File: src/rtl/msc_pkg.sv
// shared constants, types and register map of the meter settings control block
package msc_pkg;
  ////////////////////////////////////////////////////////////////////////////
  // clock and timing
  localparam int unsigned CLK_HZ = 20_000_000;
  localparam int unsigned CLK_KHZ = CLK_HZ / 1000;
  localparam int unsigned HELP_MS = 3000;
  localparam int unsigned HELP_CYC = CLK_KHZ * HELP_MS;
  localparam int unsigned UPD_MS = 250;
  localparam int unsigned UPD_CYC = CLK_KHZ * UPD_MS;
  localparam int unsigned CTL_RESP_MS = 25;
  localparam int unsigned CTL_RESP_CYC = CLK_KHZ * CTL_RESP_MS;
  localparam int unsigned TMR_W = 26;

  ////////////////////////////////////////////////////////////////////////////
  // value ranges
  localparam int unsigned VAL_W = 17;
  localparam logic [16:0] VAL_MAX = 17'h1869F;
  localparam logic [16:0] SMIN_RST = 17'h00000;
  localparam logic [16:0] SMAX_RST = 17'h00064;
  localparam logic [16:0] HALARM_RST = 17'h003E8;
  localparam logic [6:0] NODE_MIN = 7'h01;
  localparam logic [6:0] NODE_MAX = 7'h63;
  localparam logic [6:0] NODE_RST = 7'h01;
  localparam int unsigned RETX_W = 8;
  localparam logic [7:0] RETX_TOP = 8'hFF;

  ////////////////////////////////////////////////////////////////////////////
  // register byte offsets
  localparam logic [7:0] OFS_CFG = 8'h00;
  localparam logic [7:0] OFS_SMIN = 8'h04;
  localparam logic [7:0] OFS_SMAX = 8'h08;
  localparam logic [7:0] OFS_NODE = 8'h0C;
  localparam logic [7:0] OFS_HALARM = 8'h10;
  localparam logic [7:0] OFS_STATUS = 8'h14;
  localparam logic [1:0] RESP_OKAY = 2'h0;
  localparam logic [1:0] RESP_SLVERR = 2'h2;

  ////////////////////////////////////////////////////////////////////////////
  // serial character format reported in the status word
  localparam logic [2:0] FMT_DATA_BITS = 3'h7;
  localparam logic FMT_PARITY_EVEN = 1'b1;
  localparam logic FMT_STOP_BITS = 1'b1;

  ////////////////////////////////////////////////////////////////////////////
  // types
  typedef enum logic [2:0] {
    RETX_NONE = 3'h0, RETX_0_5V = 3'h1, RETX_0_10V = 3'h2, RETX_0_20MA = 3'h3, RETX_4_20MA = 3'h4
  } msc_retx_e;
  typedef enum logic [1:0] {
    BAUD_1200 = 2'h0, BAUD_2400 = 2'h1, BAUD_4800 = 2'h2, BAUD_9600 = 2'h3
  } msc_baud_e;
  typedef enum logic [1:0] {
    COL_RED = 2'h0, COL_GREEN = 2'h1, COL_GREEN_TO_RED = 2'h2, COL_RED_THEN_GREEN = 2'h3
  } msc_colour_e;
  typedef enum logic [1:0] {PR_NAME = 2'b01, PR_VALUE = 2'b10} msc_prompt_e;

  typedef struct packed {
    logic prompt_text_setting;
    logic preset_lock;
    msc_colour_e colour;
    msc_baud_e baud;
    logic serial_fitted;
    msc_retx_e retx_sel;
    logic reset_key_en;
  } msc_cfg_s;
  localparam int unsigned CFG_W = 11;
  localparam logic [10:0] CFG_RST = 11'h541;

  typedef struct packed {
    logic rst;
    logic down;
    logic scroll;
    logic prog;
  } msc_keys_s;
  localparam int unsigned KEY_N = 4;
endpackage

File: src/rtl/msc_edge_det.sv
// registered rise and fall pulse detector for a group of synchronous inputs
`timescale 1ns/1ps
module msc_edge_det #(
  parameter int unsigned N = 2
) (
  input wire logic i_clk,
  input wire logic i_nrst,
  input wire logic [N-1:0] i_sig,
  output logic [N-1:0] o_rise,
  output logic [N-1:0] o_fall
);
  if (N < 1) begin : g_chk
    $error("msc_edge_det needs at least one input");
  end

  logic [N-1:0] prev_reg;

  for (genvar g = 0; g < N; g++) begin : g_bit
    always_ff @(posedge i_clk or negedge i_nrst) begin
      if (!i_nrst) begin
        prev_reg[g] <= 1'b0;
        o_rise[g] <= 1'b0;
        o_fall[g] <= 1'b0;
      end else begin
        prev_reg[g] <= i_sig[g];
        o_rise[g] <= i_sig[g] & ~prev_reg[g];
        o_fall[g] <= ~i_sig[g] & prev_reg[g];
      end
    end
  end
endmodule

File: src/rtl/msc_retx_scale.sv
// linear scaling of the displayed value onto the retransmission code, clamped
`timescale 1ns/1ps
module msc_retx_scale #(
  parameter int unsigned VW = 17
) (
  input wire logic [VW-1:0] i_value,
  input wire logic [VW-1:0] i_min,
  input wire logic [VW-1:0] i_max,
  output logic [7:0] o_code
);
  if (VW < 2 || VW > 24) begin : g_chk
    $error("msc_retx_scale width out of range");
  end

  wire logic [VW-1:0] span = i_max - i_min;
  wire logic [VW-1:0] offs = i_value - i_min;
  wire logic [VW+7:0] num = {offs, 8'h00} - {8'h00, offs};
  wire logic [VW+7:0] quo = num / {8'h00, span};
  wire logic below = (i_value <= i_min);
  wire logic above = (i_value >= i_max);

  // below is tested first so a value at or under the minimum always clamps low,
  // even for an inverted span; an empty or inverted span never reaches the divider
  assign o_code = below ? 8'h00 :
                  above ? msc_pkg::RETX_TOP :
                  quo[7:0];
endmodule

File: src/rtl/msc_top.sv
// settings, display colour, prompt timing and retransmission control of the rate meter
`timescale 1ns/1ps
//////////////////////////////////////////////////////////////////////////////
// Contract
// - reset key enabled: reset key while rate viewed clears the rate value
// - reset key disabled: key ignored, only remote reset input clears rate
// - retransmission picks none or one of four ranges; scales shown only then
// - scale minimum 0..99999, default 0, maps to bottom of range
// - scale maximum 0..99999, default 100, maps to top of range
// - serial option none or fitted; address and speed shown only when fitted
// - node address 1..99, default 1
// - serial speed 1200, 2400, 4800 or 9600, default 4800, host matches
// - character: one start, seven data, even parity, one stop bit
// - colour red, green, or green to red (default) switching on alarm
// - red then green: red before alarm, green once alarm reached
// - preset lock on: presets read only; off (default): editable
// - help on: name first, value after 3 s idle or at scroll key
// - help off: value only, parameter named by single secondary character
// - control inputs edge sensitive, acted on within 25 ms
// - input one is remote rate reset, input two is security lockout
// - retransmission refreshed every 250 ms with 8 bit resolution
// - alarm active when value at or above high alarm, default 1000
module msc_top #(
  parameter int unsigned HELP_CYCLES = msc_pkg::HELP_CYC,
  parameter int unsigned UPD_CYCLES = msc_pkg::UPD_CYC
) (
  input wire logic i_clk,
  input wire logic i_nrst,
  input wire logic i_awvalid,
  output logic o_awready,
  input wire logic [7:0] i_awaddr,
  input wire logic i_wvalid,
  output logic o_wready,
  input wire logic [31:0] i_wdata,
  input wire logic [3:0] i_wstrb,
  output logic o_bvalid,
  input wire logic i_bready,
  output logic [1:0] o_bresp,
  input wire logic i_arvalid,
  output logic o_arready,
  input wire logic [7:0] i_araddr,
  output logic o_rvalid,
  input wire logic i_rready,
  output logic [31:0] o_rdata,
  output logic [1:0] o_rresp,
  input wire msc_pkg::msc_keys_s i_keys,
  input wire logic [1:0] i_ctl,
  input wire logic i_viewing_rate,
  input wire logic i_param_enter,
  input wire logic [16:0] i_value,
  output logic o_rate_clear,
  output logic o_lockout,
  output logic o_edit_allowed,
  output logic o_display_red,
  output logic o_display_green,
  output logic o_show_name,
  output logic o_single_char_id,
  output logic o_scale_menu,
  output logic o_serial_menu,
  output logic [2:0] o_retx_range,
  output logic [7:0] o_retx_code,
  output logic o_serial_en,
  output logic [6:0] o_node_addr,
  output logic [1:0] o_baud_sel
);
  if (HELP_CYCLES < 2 || HELP_CYCLES >= (1 << msc_pkg::TMR_W) ||
      UPD_CYCLES < 2 || UPD_CYCLES >= (1 << msc_pkg::TMR_W)) begin : g_chk
    $error("msc_top timer counts out of range");
  end

  localparam logic [25:0] HELP_LAST = 26'(HELP_CYCLES - 1);
  localparam logic [25:0] UPD_LAST = 26'(UPD_CYCLES - 1);

  //////////////////////////////////////////////////////////////////////////////
  // register decode: index 0..4 writable, 5 status, 7 unmapped
  function automatic logic [2:0] reg_sel(input logic [7:0] a);
    if (a == msc_pkg::OFS_CFG) reg_sel = 3'h0;
    else if (a == msc_pkg::OFS_SMIN) reg_sel = 3'h1;
    else if (a == msc_pkg::OFS_SMAX) reg_sel = 3'h2;
    else if (a == msc_pkg::OFS_NODE) reg_sel = 3'h3;
    else if (a == msc_pkg::OFS_HALARM) reg_sel = 3'h4;
    else if (a == msc_pkg::OFS_STATUS) reg_sel = 3'h5;
    else reg_sel = 3'h7;
  endfunction

  msc_pkg::msc_cfg_s cfg_reg;
  logic [16:0] smin_reg, smax_reg, halarm_reg;
  logic [6:0] node_reg;
  logic aw_have_reg, w_have_reg;
  logic [7:0] aw_addr_reg;
  logic [31:0] w_data_reg;
  logic [3:0] w_strb_reg;
  logic [31:0] rd_word;

  //////////////////////////////////////////////////////////////////////////////
  // axi4-lite handshakes
  wire logic aw_hs = i_awvalid & o_awready;
  wire logic w_hs = i_wvalid & o_wready;
  wire logic ar_hs = i_arvalid & o_arready;
  wire logic do_write = aw_have_reg & w_have_reg & ~o_bvalid;
  wire logic aw_have_next = do_write ? 1'b0 : (aw_have_reg | aw_hs);
  wire logic w_have_next = do_write ? 1'b0 : (w_have_reg | w_hs);
  wire logic bvalid_next = do_write | (o_bvalid & ~i_bready);
  wire logic rvalid_next = ar_hs | (o_rvalid & ~i_rready);
  wire logic [2:0] wsel = reg_sel(aw_addr_reg);
  wire logic [2:0] rsel = reg_sel({i_araddr[7:2], 2'b00});
  // partial strobes are refused so a field never ends up half written
  wire logic full_strb = &w_strb_reg;
  wire logic [16:0] wval = w_data_reg[16:0];
  wire logic wval_ok = (w_data_reg[31:17] == 15'h0000) && (wval <= msc_pkg::VAL_MAX);
  wire logic [6:0] wnode = w_data_reg[6:0];
  wire logic wnode_ok = (w_data_reg[31:7] == 25'h0000000) &&
                        (wnode >= msc_pkg::NODE_MIN) && (wnode <= msc_pkg::NODE_MAX);
  wire msc_pkg::msc_cfg_s wcfg = msc_pkg::msc_cfg_s'(w_data_reg[10:0]);
  wire logic wcfg_ok = (wcfg.retx_sel <= msc_pkg::RETX_4_20MA);
  wire logic wr_en = do_write & full_strb;

  always_ff @(posedge i_clk or negedge i_nrst) begin
    if (!i_nrst) begin
      aw_have_reg <= 1'b0;
      w_have_reg <= 1'b0;
      aw_addr_reg <= 8'h00;
      w_data_reg <= 32'h00000000;
      w_strb_reg <= 4'h0;
      o_awready <= 1'b0;
      o_wready <= 1'b0;
      o_bvalid <= 1'b0;
      o_bresp <= msc_pkg::RESP_OKAY;
      o_arready <= 1'b0;
      o_rvalid <= 1'b0;
      o_rdata <= 32'h00000000;
      o_rresp <= msc_pkg::RESP_OKAY;
    end else begin
      aw_have_reg <= aw_have_next;
      w_have_reg <= w_have_next;
      o_awready <= ~aw_have_next & ~bvalid_next;
      o_wready <= ~w_have_next & ~bvalid_next;
      o_bvalid <= bvalid_next;
      o_arready <= ~rvalid_next;
      o_rvalid <= rvalid_next;
      if (aw_hs) begin
        aw_addr_reg <= {i_awaddr[7:2], 2'b00};
      end
      if (w_hs) begin
        w_data_reg <= i_wdata;
        w_strb_reg <= i_wstrb;
      end
      if (do_write) begin
        o_bresp <= (wsel > 3'h4) ? msc_pkg::RESP_SLVERR : msc_pkg::RESP_OKAY;
      end
      if (ar_hs) begin
        o_rdata <= rd_word;
        o_rresp <= (rsel == 3'h7) ? msc_pkg::RESP_SLVERR : msc_pkg::RESP_OKAY;
      end
    end
  end

  //////////////////////////////////////////////////////////////////////////////
  // settings registers; out-of-range values are ignored and the old one kept
  always_ff @(posedge i_clk or negedge i_nrst) begin
    if (!i_nrst) begin
      cfg_reg <= msc_pkg::msc_cfg_s'(msc_pkg::CFG_RST);
      smin_reg <= msc_pkg::SMIN_RST;
      smax_reg <= msc_pkg::SMAX_RST;
      node_reg <= msc_pkg::NODE_RST;
      halarm_reg <= msc_pkg::HALARM_RST;
    end else if (wr_en) begin
      if (wsel == 3'h0 && wcfg_ok) cfg_reg <= wcfg;
      if (wsel == 3'h1 && wval_ok) smin_reg <= wval;
      if (wsel == 3'h2 && wval_ok) smax_reg <= wval;
      if (wsel == 3'h3 && wnode_ok) node_reg <= wnode;
      if (wsel == 3'h4 && wval_ok) halarm_reg <= wval;
    end
  end

  //////////////////////////////////////////////////////////////////////////////
  // edge detection of keys and control inputs
  logic [msc_pkg::KEY_N-1:0] key_rise;
  logic [1:0] ctl_rise, ctl_fall;

  msc_edge_det #(.N(msc_pkg::KEY_N)) u_key_edge (
    .i_clk(i_clk),
    .i_nrst(i_nrst),
    .i_sig(i_keys),
    .o_rise(key_rise),
    .o_fall()
  );

  msc_edge_det #(.N(2)) u_ctl_edge (
    .i_clk(i_clk),
    .i_nrst(i_nrst),
    .i_sig(i_ctl),
    .o_rise(ctl_rise),
    .o_fall(ctl_fall)
  );

  msc_pkg::msc_keys_s key_ev;
  assign key_ev = msc_pkg::msc_keys_s'(key_rise);
  wire logic key_any = |key_rise;

  //////////////////////////////////////////////////////////////////////////////
  // rate clear, lockout, alarm colour
  wire logic front_clear = key_ev.rst & cfg_reg.reset_key_en & i_viewing_rate;
  wire logic rate_clear_next = front_clear | ctl_rise[0];
  // lockout follows the last edge seen on input two
  wire logic lockout_next = ctl_rise[1] ? 1'b1 : (ctl_fall[1] ? 1'b0 : o_lockout);
  wire logic alarm = (i_value >= halarm_reg);
  logic red_next;
  always_comb begin
    case (cfg_reg.colour)
      msc_pkg::COL_RED: red_next = 1'b1;
      msc_pkg::COL_GREEN: red_next = 1'b0;
      msc_pkg::COL_GREEN_TO_RED: red_next = alarm;
      default: red_next = ~alarm;
    endcase
  end

  //////////////////////////////////////////////////////////////////////////////
  // help prompt: parameter name first, then value
  msc_pkg::msc_prompt_e pr_reg, pr_next;
  logic [25:0] help_tmr_reg, help_tmr_next;
  always_comb begin
    pr_next = pr_reg;
    help_tmr_next = help_tmr_reg;
    if (i_param_enter) begin
      pr_next = cfg_reg.prompt_text_setting ? msc_pkg::PR_NAME : msc_pkg::PR_VALUE;
      help_tmr_next = 26'h0000000;
    end else begin
      case (pr_reg)
        msc_pkg::PR_NAME: begin
          if (!cfg_reg.prompt_text_setting || key_ev.scroll || help_tmr_reg == HELP_LAST) begin
            pr_next = msc_pkg::PR_VALUE;
          end else if (key_any) begin
            help_tmr_next = 26'h0000000;
          end else begin
            help_tmr_next = help_tmr_reg + 26'h0000001;
          end
        end
        default: pr_next = msc_pkg::PR_VALUE;
      endcase
    end
  end

  //////////////////////////////////////////////////////////////////////////////
  // retransmission refresh every update period
  logic [25:0] upd_tmr_reg;
  logic upd_tick_reg;
  logic [7:0] scaled;
  msc_retx_scale #(.VW(msc_pkg::VAL_W)) u_scale (
    .i_value(i_value),
    .i_min(smin_reg),
    .i_max(smax_reg),
    .o_code(scaled)
  );
  wire logic retx_on = (cfg_reg.retx_sel != msc_pkg::RETX_NONE);

  always_ff @(posedge i_clk or negedge i_nrst) begin
    if (!i_nrst) begin
      upd_tmr_reg <= 26'h0000000;
      upd_tick_reg <= 1'b0;
      o_retx_code <= 8'h00;
      pr_reg <= msc_pkg::PR_VALUE;
      help_tmr_reg <= 26'h0000000;
    end else begin
      upd_tick_reg <= (upd_tmr_reg == UPD_LAST);
      upd_tmr_reg <= (upd_tmr_reg == UPD_LAST) ? 26'h0000000 : upd_tmr_reg + 26'h0000001;
      if (upd_tick_reg) o_retx_code <= retx_on ? scaled : 8'h00;
      pr_reg <= pr_next;
      help_tmr_reg <= help_tmr_next;
    end
  end

  //////////////////////////////////////////////////////////////////////////////
  // registered outputs
  always_ff @(posedge i_clk or negedge i_nrst) begin
    if (!i_nrst) begin
      o_rate_clear <= 1'b0;
      o_lockout <= 1'b0;
      o_edit_allowed <= 1'b0;
      o_display_red <= 1'b0;
      o_display_green <= 1'b0;
      o_show_name <= 1'b0;
      o_single_char_id <= 1'b0;
      o_scale_menu <= 1'b0;
      o_serial_menu <= 1'b0;
      o_retx_range <= 3'h0;
      o_serial_en <= 1'b0;
      o_node_addr <= msc_pkg::NODE_RST;
      o_baud_sel <= 2'h0;
    end else begin
      o_rate_clear <= rate_clear_next;
      o_lockout <= lockout_next;
      o_edit_allowed <= ~cfg_reg.preset_lock & ~lockout_next;
      o_display_red <= red_next;
      o_display_green <= ~red_next;
      o_show_name <= (pr_next == msc_pkg::PR_NAME);
      o_single_char_id <= ~cfg_reg.prompt_text_setting;
      o_scale_menu <= retx_on;
      o_serial_menu <= cfg_reg.serial_fitted;
      o_retx_range <= cfg_reg.retx_sel;
      o_serial_en <= cfg_reg.serial_fitted;
      o_node_addr <= node_reg;
      o_baud_sel <= cfg_reg.baud;
    end
  end

  //////////////////////////////////////////////////////////////////////////////
  // read mux; the status word also reports the fixed character format
  always_comb begin
    rd_word = 32'h00000000;
    if (rsel == 3'h0) rd_word[10:0] = cfg_reg;
    else if (rsel == 3'h1) rd_word[16:0] = smin_reg;
    else if (rsel == 3'h2) rd_word[16:0] = smax_reg;
    else if (rsel == 3'h3) rd_word[6:0] = node_reg;
    else if (rsel == 3'h4) rd_word[16:0] = halarm_reg;
    else if (rsel == 3'h5) begin
      rd_word[7:0] = {1'b0, o_serial_menu, o_scale_menu, ~o_show_name, o_lockout,
                      o_display_green, o_display_red, alarm};
      rd_word[15:8] = o_retx_code;
      rd_word[20:16] = {msc_pkg::FMT_STOP_BITS, msc_pkg::FMT_PARITY_EVEN,
                        msc_pkg::FMT_DATA_BITS};
    end
  end

  //////////////////////////////////////////////////////////////////////////////
  // assertions
  property p_front_clear;
    @(posedge i_clk) disable iff (!i_nrst)
    (key_ev.rst && cfg_reg.reset_key_en && i_viewing_rate) |=> o_rate_clear;
  endproperty
  a_front_clear: assert property (p_front_clear) else $error("front reset lost");
  property p_key_ignored;
    @(posedge i_clk) disable iff (!i_nrst)
    (key_ev.rst && !cfg_reg.reset_key_en && !ctl_rise[0]) |=> !o_rate_clear;
  endproperty
  a_key_ignored: assert property (p_key_ignored) else $error("disabled key cleared");
  property p_remote_clear;
    @(posedge i_clk) disable iff (!i_nrst)
    $rose(i_ctl[0]) |-> ##[1:3] o_rate_clear;
  endproperty
  a_remote_clear: assert property (p_remote_clear) else $error("remote reset late");
  property p_lockout;
    @(posedge i_clk) disable iff (!i_nrst)
    $rose(i_ctl[1]) |-> ##2 (o_lockout && !o_edit_allowed);
  endproperty
  a_lockout: assert property (p_lockout) else $error("lockout not taken");
  property p_g2r;
    @(posedge i_clk) disable iff (!i_nrst)
    (cfg_reg.colour == msc_pkg::COL_GREEN_TO_RED) |=> (o_display_red == $past(alarm));
  endproperty
  a_g2r: assert property (p_g2r) else $error("green to red colour wrong");
  property p_r2g;
    @(posedge i_clk) disable iff (!i_nrst)
    (cfg_reg.colour == msc_pkg::COL_RED_THEN_GREEN && alarm) |=> o_display_green;
  endproperty
  a_r2g: assert property (p_r2g) else $error("red then green colour wrong");
  property p_alarm;
    @(posedge i_clk) disable iff (!i_nrst)
    (cfg_reg.colour == msc_pkg::COL_GREEN_TO_RED && i_value >= halarm_reg) |=>
      (o_display_red && !o_display_green);
  endproperty
  a_alarm: assert property (p_alarm) else $error("alarm not at threshold");
  property p_lock;
    @(posedge i_clk) disable iff (!i_nrst)
    cfg_reg.preset_lock |=> !o_edit_allowed;
  endproperty
  a_lock: assert property (p_lock) else $error("locked presets editable");
  property p_scroll;
    @(posedge i_clk) disable iff (!i_nrst)
    (pr_reg == msc_pkg::PR_NAME && key_ev.scroll && !i_param_enter) |=> !o_show_name;
  endproperty
  a_scroll: assert property (p_scroll) else $error("scroll did not show value");
  property p_help_off;
    @(posedge i_clk) disable iff (!i_nrst)
    !cfg_reg.prompt_text_setting |=> (!o_show_name && o_single_char_id);
  endproperty
  a_help_off: assert property (p_help_off) else $error("name shown with help off");
  property p_node;
    @(posedge i_clk) disable iff (!i_nrst)
    (o_node_addr >= msc_pkg::NODE_MIN) && (o_node_addr <= msc_pkg::NODE_MAX);
  endproperty
  a_node: assert property (p_node) else $error("node address out of range");
  property p_refresh;
    @(posedge i_clk) disable iff (!i_nrst)
    (upd_tick_reg && retx_on) |=> (o_retx_code == $past(scaled));
  endproperty
  a_refresh: assert property (p_refresh) else $error("retransmission not refreshed");
  property p_clamp;
    @(posedge i_clk) disable iff (!i_nrst)
    (i_value <= smin_reg) |-> (scaled == 8'h00);
  endproperty
  a_clamp: assert property (p_clamp) else $error("low clamp failed");
  property p_menus;
    @(posedge i_clk) disable iff (!i_nrst)
    1'b1 |=> (o_scale_menu == $past(retx_on)) && (o_serial_menu == $past(cfg_reg.serial_fitted));
  endproperty
  a_menus: assert property (p_menus) else $error("menu visibility wrong");
endmodule

File: config.mk
export PLATFORM = sky130hd
export DESIGN_NAME = msc_top
export DESIGN_NICKNAME = d
export VERILOG_FILES = /design/src/rtl/msc_pkg.sv /design/src/rtl/msc_edge_det.sv /design/src/rtl/msc_retx_scale.sv /design/src/rtl/msc_top.sv
export SDC_FILE = /design/constraint.sdc
export NUM_CORES = 1
export LEC_CHECK = 0
export ABC_CLOCK_PERIOD_IN_PS = 180800
export BUFFER_PORTS_ARGS = -buffer_cell sky130_fd_sc_hd__buf_2
export CORE_MARGIN = 4
export CORE_UTILIZATION = 55
export DETAILED_ROUTE_END_ITERATION = 8
export PLACE_DENSITY = 0.77
export SLEW_MARGIN = 10
export SYNTH_ARGS = -nofsm -noshare
export SYNTH_HDL_FRONTEND = slang
export SYNTH_SLANG_ARGS = --single-unit
File: constraint.sdc
create_clock -name i_clk -period 180.8 [get_ports i_clk]
set_clock_uncertainty 0.1 [all_clocks]
set_input_delay 36.16 -clock i_clk [delete_from_list [all_inputs] [get_ports i_clk]]
set_output_delay 36.16 -clock i_clk [all_outputs]
set_load 0.02 [all_outputs]
==> run summary, run 1 <==
- sequential area share after synthesis: 20.3%
- Pre-antenna DRT Iters: 8
- global-route wire length before repair: 137000 µm
- maximum fanout count along the critical path: 25
- depth of the CTS H-tree: 1
- area share of fa/ha/maj cells after synthesis: 15.9%
- layout net count: 4144
- detailed-route via count: 27900
- launching element type of the critical path: input port
- synth unique cells: 113
- cell type of the slowest stage on the worst timing path: sky130_fd_sc_hd__a211oi_1
- period utilisation layout: 61.1%
- total congestion overflow after global routing: 0
- combinational family with the most area after synthesis: compound AO/OA/AOI/OAI gates
- CTS tree: done
- post-layout minimum cycle time: 110.43 ns
- flip-flop count of the largest register, all copies and words added: 32
- root buffer cell: sky130_fd_sc_hd__clkbuf_16
- effective utilization at floorplan: 55.5%
- Worst-Margin Slew: 1.16 ns
- Worst setup EP type: flip-flop
- most numerous cell on the critical path: sky130_fd_sc_hd__o21a_1
- Compound-Gate Fraction of Synth Area: 24.0%
- Area growth syn-to-layout: 7.12%
- Max transition margin: 22.1%
- FFs w/ async S/R, synth: 100%
- run status: finished, final reports clean
- Top Ports: 155
- chip width: 238 µm
- drt total wl: 84400 µm
- setup repair after global routing missed its margin: false
- Iteration-0 DRC Markers: 2163
- EDFF count, synth: 0
- utilization after layout: 59.5%
- Placer Congestion: 0.976
- total of flip-flops plus latches after synthesis: 235
- Antenna Nets Post-Route: 0
- multiplexer share of the synthesized area: 9.39%
- fraction of the mapped netlist area in simple logic gates: 20.9%
- max-capacitance violation count: 0
- vertical die dimension: 238 µm
- post-DP HPWL: 65000 µm
- buffering stage count on the worst path with inverters included: 10
- share of final-layout standard cells stronger than drive strength 1: 13.7%
- Post-route DRC: 0
- worst skew pair latency: 0.51 ns
- Post-Synth XOR/XNOR Area: 5.68%
- synthesized netlist cell count: 3594
- number of endpoints failing setup at the final stage: 0
- final hold violations: 0
- storage element area: 5900 µm²
- number of global-route vias before repair: 26700
- post-cts gate resize count: 0
- critical path class: in -> reg
- Max stage delay on crit path: 0.84 ns
- site row count: 84
- number of buffers created by CTS: 20
- number of buffers added to fix hold violations after cts: 0
- number of filler instances in the final layout: 4747
- Setup TNS Final: 0 ns
- max-slew violation count: 0
- Synth Cell Area: 29100 µm²
- post-CTS setup buffer count: 0
- Critical Path AT: 110.70 ns
- Register-to-Register Setup Slack: 105.67 ns
- mean routed wirelength per cell: 19.2 µm
- highest achievable clock rate: 9.06 MHz
- pin count of the biggest net entering global routing: 97
- path class of the lowest-slack min-delay path: reg -> reg
- synthesized area divided by synthesized cell count: 8.10 µm²
- CTS sink cnt: 235
- area of the die: 56700 µm²
- Top Family by Delay on Critical Path: compound AO/OA/AOI/OAI gates
- Clock Pin Slew Worst Setup and Hold Paths: 0.07 ns
- dominant register cell in the synthesized netlist: sky130_fd_sc_hd__dfrtp_1
- placeable core area: 52400 µm²
- required arrival time at the worst endpoint: 181.07 ns
- initial antenna violation count: 5
- all-layer global routing usage: 28.7%
- Yosys Warn Count: 0
- Via density: 6.35
- maximum clock path buffer count: 3
- count of input and output buffers: 137
- area of combinational cells with multiple inputs: 22200 µm²
## cell type report
| type | instances | area share [%] |
|---|---|---|
| Multi-Input combinational cell | 3102 | 71.2 |
| Clock buffer | 29 | 1.81 |
| Timing Repair Buffer | 171 | 3.05 |
| Clock inverter | 7 | 0.309 |
| Sequential cell | 235 | 18.9 |
| Tap cell | 688 | 2.76 |
| Inverter | 163 | 1.96 |
| Antenna cell | 3 | 0.0241 |
## per-stage QoR
step                      hold slack (ns)  setup slack [ns]  instances  area [µm²]
after floorplan                     0.254             81.35       3606       29200
after global placement              0.273             71.74       4359       30500
after detailed placement            0.277             71.21       4359       30500
after CTS                           0.288             71.36       4395       31200
after global routing                0.292             63.98       4396       31200
final                               0.288             70.37       4398       31200
## cell families after synthesis
logic type	Yosys count
and+or+nand+nor	1245
xor gates and xnor gates	188
adders and majority gates	370
buffers and inverters	269
muxes	248
DFF	235
other	1
AOI/OAI and AO/OA	1038
## per-layer routing
metal | vias to the layer above | share of wire [%] | GRT usage, %
li1 | 13600 | - | -
met1 | 13200 | 43 | 37.2
met2 | 926 | 46 | 49.5
met3 | 191 | 6.7 | 3.71
met4 | 4 | 4.1 | 10.1
met5 | - | 0.032 | 0
## cells in the mapped netlist (49+ instances only)
| library cell | n | share of area (%) |
|---|---|---|
| sky130_fd_sc_hd__a21o_1 | 89 | 2.3 |
| sky130_fd_sc_hd__a21oi_1 | 212 | 3.6 |
| sky130_fd_sc_hd__a31oi_1 | 49 | 1.1 |
| sky130_fd_sc_hd__clkbuf_1 | 74 | 0.95 |
| sky130_fd_sc_hd__dfrtp_1 | 219 | 19 |
| sky130_fd_sc_hd__ha_1 | 365 | 16 |
| sky130_fd_sc_hd__inv_1 | 162 | 2.1 |
| sky130_fd_sc_hd__mux2_2 | 195 | 7.5 |
| sky130_fd_sc_hd__nand2_1 | 310 | 4.0 |
| sky130_fd_sc_hd__nand3_1 | 98 | 1.7 |
| sky130_fd_sc_hd__nor2_1 | 325 | 4.2 |
| sky130_fd_sc_hd__nor3_1 | 140 | 2.4 |
| sky130_fd_sc_hd__o21a_1 | 120 | 3.1 |
| sky130_fd_sc_hd__o21ai_0 | 223 | 3.8 |
| sky130_fd_sc_hd__xnor2_1 | 112 | 3.4 |
| sky130_fd_sc_hd__xor2_1 | 75 | 2.3 |
## cell usage in the layout (no fill, tap or decap), types with 12 or more instances in the layout
cell type                   synthesis  layout
sky130_fd_sc_hd__o21bai_1          13      13
sky130_fd_sc_hd__o31ai_1           45      45
sky130_fd_sc_hd__or2_2             32      32
sky130_fd_sc_hd__a221oi_1          12      12
sky130_fd_sc_hd__and3_1            45      45
sky130_fd_sc_hd__a21oi_1          212     212
sky130_fd_sc_hd__nand2b_1          37      37
sky130_fd_sc_hd__buf_4             17      34
sky130_fd_sc_hd__a21o_1            89      89
sky130_fd_sc_hd__o21ai_0          223     223
sky130_fd_sc_hd__nor3_1           140     139
sky130_fd_sc_hd__conb_1             1      13
sky130_fd_sc_hd__buf_2             10     136
sky130_fd_sc_hd__o211ai_1          36      36
sky130_fd_sc_hd__xnor2_1          112     111
sky130_fd_sc_hd__a211oi_1          25      25
sky130_fd_sc_hd__nand4_1           48      48
sky130_fd_sc_hd__nor4_1            24      24
sky130_fd_sc_hd__ha_1             365     365
sky130_fd_sc_hd__and2_1            30      29
sky130_fd_sc_hd__nand3_1           98      98
sky130_fd_sc_hd__nor2_1           325     325
sky130_fd_sc_hd__dfrtp_1          219     219
sky130_fd_sc_hd__nand2_1          310     310
sky130_fd_sc_hd__a21boi_0          14      14
sky130_fd_sc_hd__nor2b_1           48      48
sky130_fd_sc_hd__mux2i_1           47      47
sky130_fd_sc_hd__inv_1            162     162
sky130_fd_sc_hd__mux2_2           195     195
sky130_fd_sc_hd__clkbuf_16          0      21
sky130_fd_sc_hd__dfstp_2           16      16
sky130_fd_sc_hd__o2111ai_1         14      14
sky130_fd_sc_hd__o22ai_1           19      19
sky130_fd_sc_hd__xor2_1            75      74
sky130_fd_sc_hd__or3_1             36      36
sky130_fd_sc_hd__a31oi_1           49      49
sky130_fd_sc_hd__o21a_1           120     120
## worst reg2reg max path: cells and delay by family (launching register included)
kind / cells / cell delay, ns
buffers and inverters: 10 / 2.16
AOI/OAI and AO/OA: 184 / 44.26
xor gates and xnor gates: 1 / 0.25
muxes: 7 / 2.20
DFF: 1 / 0.40
and+or+nand+nor: 79 / 17.18
adders and majority gates: 27 / 8.45
## worst paths after layout
kind | to | from | cells after the start
max | o_retx_code[0] | i_value[7] | 308
max reg2reg | o_retx_code[0] | smin_reg[6] | 308
min reg2reg | o_node_addr[0] | node_reg[0] | 0
max in group asynchronous | smin_reg[3] | i_nrst | 3
min in group asynchronous | help_tmr_reg[23] | i_nrst | 1
min | o_node_addr[0] | node_reg[0] | 0
Power of run 1 is not shown: default switching activity piles up to over one toggle a cycle in this logic, so the estimate is an artifact.
==> inputs of run 2 (changes only) <==
--- a/config.mk
+++ b/config.mk
@@ -5,7 +5,8 @@
 export SDC_FILE = /design/constraint.sdc
 export NUM_CORES = 1
 export LEC_CHECK = 0
-export ABC_CLOCK_PERIOD_IN_PS = 180800
+export ABC_AREA = 1
+export ABC_CLOCK_PERIOD_IN_PS = 104900
 export BUFFER_PORTS_ARGS = -buffer_cell sky130_fd_sc_hd__buf_2
 export CORE_MARGIN = 4
 export CORE_UTILIZATION = 55
==> constraint.sdc (replaced) <==
create_clock -name i_clk -period 104.9 [get_ports i_clk]
set_clock_uncertainty 0.1 [all_clocks]
set_input_delay 20.98 -clock i_clk [delete_from_list [all_inputs] [get_ports i_clk]]
set_output_delay 20.98 -clock i_clk [all_outputs]
set_load 0.02 [all_outputs]
==> run summary, run 2 <==
- critical path class: in -> reg
- Critical path destination: o_retx_code[0]
- number of cells on the worst hold path: 1, +1
- number of buffers created by CTS: 21, +5.0%
- required arrival time at the worst endpoint: 105.20 ns, -75.87 ns
- FFs w/ async S/R, synth: 100%, unchanged
- worst flop-to-flop path startpoint: smin_reg[10]
- most common library cell in the layout ignoring fill and taps: sky130_fd_sc_hd__nand2_1
- number of buffers added to fix hold violations after cts: 0, unchanged
- effective utilization at floorplan: 56.1%, +0.59 points
- synthesized area divided by synthesized cell count: 6.85 µm², -15%
- period utilisation layout: 87.9%
- maximum clock path buffer count: 3, unchanged
- maximum fanout count along the critical path: 32, +28%
- number of global-route vias before repair: 25000, -6.5%
- post-CTS setup buffer count: 0, unchanged
- path class of the lowest-slack min-delay path: reg -> reg
- cell type of the slowest stage on the worst timing path: sky130_fd_sc_hd__clkinv_1
- drt total wl: 69100 µm, -18%
- initial antenna violation count: 2, -3
- launching element type of the critical path: input port
- CTS tree: done
- Worst setup EP type: flip-flop
- depth of the CTS H-tree: 1, unchanged
- CTS sink cnt: 235, unchanged
- chip width: 232 µm, -2.5%
- EDFF count, synth: 0, unchanged
- Pre-antenna DRT Iters: 5, -3
- post-layout minimum cycle time: 92.21 ns
- highest achievable clock rate: 10.8 MHz
- top cell types by occurrence after synthesis: 964 x sky130_fd_sc_hd__nand2_1, 574 x sky130_fd_sc_hd__inv_1, 365 x sky130_fd_sc_hd__ha_1
- Synth Cell Area: 27600 µm², -5.1%
- mean routed wirelength per cell: 14.3 µm, -25%
- flip-flop count of the largest register, all copies and words added: 32, unchanged
- FF-to-FF End: o_retx_code[0]
- number of endpoints failing setup at the final stage: 0, unchanged
- run status: finished, final reports clean
- layout net count: 4601, +11%
- dominant register cell in the synthesized netlist: sky130_fd_sc_hd__dfrtp_1
- area share of the leading cell type in the synthesized netlist: 19.8%, +1.0 points
- root buffer cell: sky130_fd_sc_hd__clkbuf_16
- max-slew violation count: 0, unchanged
- Critical Path AT: 92.52 ns, -18.18 ns
- detailed-route via count: 26300, -5.8%
- Top Ports: 155, unchanged
- vertical die dimension: 232 µm, -2.5%
- Post-route DRC: 0, unchanged
- Via density: 5.45, -14%
- Max transition margin: 23.0%, +0.90 points
- most numerous cell in the Yosys netlist: sky130_fd_sc_hd__nand2_1
- post-DP HPWL: 54100 µm, -17%
- setup repair after global routing missed its margin: false
- total of flip-flops plus latches after synthesis: 235, unchanged
- library cell occupying the most area in the post-synthesis netlist: sky130_fd_sc_hd__dfrtp_1
- final hold violations: 0, unchanged
- logic depth of the worst register-to-register path: 445, +44%
- site row count: 81, -3.6%
- synthesized netlist cell count: 4033, +12%
- highest-count cells in the layout ignoring fill and taps: 964 x sky130_fd_sc_hd__nand2_1, 574 x sky130_fd_sc_hd__inv_1, 365 x sky130_fd_sc_hd__ha_1, 307 x sky130_fd_sc_hd__o21ai_0, 284 x sky130_fd_sc_hd__a21oi_1
- max-capacitance violation count: 0, unchanged
- Area growth syn-to-layout: 7.62%
- launching instance or port of the critical path: i_value[10]
- Yosys Warn Count: 0, unchanged
- sequential area share after synthesis: 21.4%, +1.1 points
- worst skew pair latency: 0.52 ns, about the same
- number of filler instances in the final layout: 4679, -1.4%
- Worst-Margin Slew: 1.15 ns, -0.0121 ns
- global-route wire length before repair: 117000 µm, -15%
- placeable core area: 49300 µm², -6.1%
- Placer Congestion: 0.942, -3.5%
- startpoint of the tightest hold check path: u_key_edge.prev_reg[2]
- Setup TNS Final: 0 ns, unchanged
- synth unique cells: 75, -34%
- pin count of the biggest net entering global routing: 98, +1.0%
- all-layer global routing usage: 25.3%, -3.4 points
- count of input and output buffers: 137, unchanged
- Clock Pin Slew Worst Setup and Hold Paths: 0.06 ns, about the same
- Iteration-0 DRC Markers: 1674, -23%
- Max stage delay on crit path: 0.56 ns, -0.28 ns
- largest cells by area after synthesis: sky130_fd_sc_hd__dfrtp_1 20%, sky130_fd_sc_hd__ha_1 17%, sky130_fd_sc_hd__nand2_1 13%, sky130_fd_sc_hd__inv_1 7.8%, sky130_fd_sc_hd__o21ai_0 5.6%
- antenna cells: 0, -3
- Register-to-Register Setup Slack: 32.83 ns, -72.84 ns
- most numerous cell on the critical path: sky130_fd_sc_hd__a21oi_1
- total congestion overflow after global routing: 0, unchanged
- area of the die: 53900 µm², -4.9%
- post-cts gate resize count: 0, unchanged
- Antenna Nets Post-Route: 0, unchanged
- share of final-layout standard cells stronger than drive strength 1: 9.87%, -3.8 points
[run 2: through the flow]
stage / hold WS (ns) / cell area [µm²] / utilization, % / std cells / setup WS, ns
global placement: 0.280 / 29000 / 58.8 / 4791 / 14.09
floorplan: 0.261 / 27700 / - / 4045 / 23.11
CTS: 0.291 / 29700 / 60.4 / 4829 / 13.20
global route: 0.297 / 29700 / 60.4 / 4829 / 3.83
finish: 0.290 / 29700 / 60.4 / 4829 / 12.69
detailed placement: 0.282 / 29000 / 58.8 / 4791 / 12.96
[run 2: how the worst min path moves through the flow]
| stage | endpoint | slack (ns) |
|---|---|---|
| 2_1_floorplan | o_node_addr[0] | 0.26 |
| 3_3_place_gp | u_key_edge.o_rise[0] | 0.28 |
| 3_5_place_dp | u_key_edge.o_rise[2] | 0.28 |
| 4_1_cts | u_key_edge.o_rise[2] | 0.29 |
| 5_1_grt | o_node_addr[0] | 0.30 |
| 6_report | u_key_edge.o_rise[2] | 0.29 |
[run 2: cell families after synthesis]
family,synth area share (%)
AND/OR/NAND/NOR,27.3
AO/OA/AOI/OAI,16.6
buffers and inverters,9.98
adder cells (fa/ha/maj),16.7
XOR/XNOR,7.95
flip-flops,21.4
other,0.0136
multiplexers,0.0815
[run 2: layout make-up]
| cell class | count | area [µm²] | area share [%] |
|---|---|---|---|
| inverters | 605 | 2300 | 7.73 |
| multi-input cells | 3124 | 19100 | 64.1 |
| well taps | 664 | 831 | 2.79 |
| clock buffers | 26 | 564 | 1.90 |
| repair buffers | 163 | 891 | 3.00 |
| clock inverters | 12 | 188 | 0.631 |
| flip-flops and latches | 235 | 5900 | 19.8 |
[run 2: layer usage]
metal | part of all wire (%) | wire length [µm] | track usage, % | up-vias
met2 | 46 | 32000 | 43.9 | 622
met4 | 2.4 | 1620 | 6.61 | 4
met5 | 0.041 | 28 | 0 | -
met3 | 5.4 | 3760 | 2.80 | 98
met1 | 46 | 31700 | 33.7 | 12000
li1 | - | - | - | 13600
[run 2: critical path, delay by kind of cell]
family	cells	cell delay, ns
compound gates	187	34.42
xor+xnor	2	0.55
fa+ha+maj	27	8.52
buf+inv	96	10.26
simple gates	133	17.61
Power of run 2 is left out for the same reason.
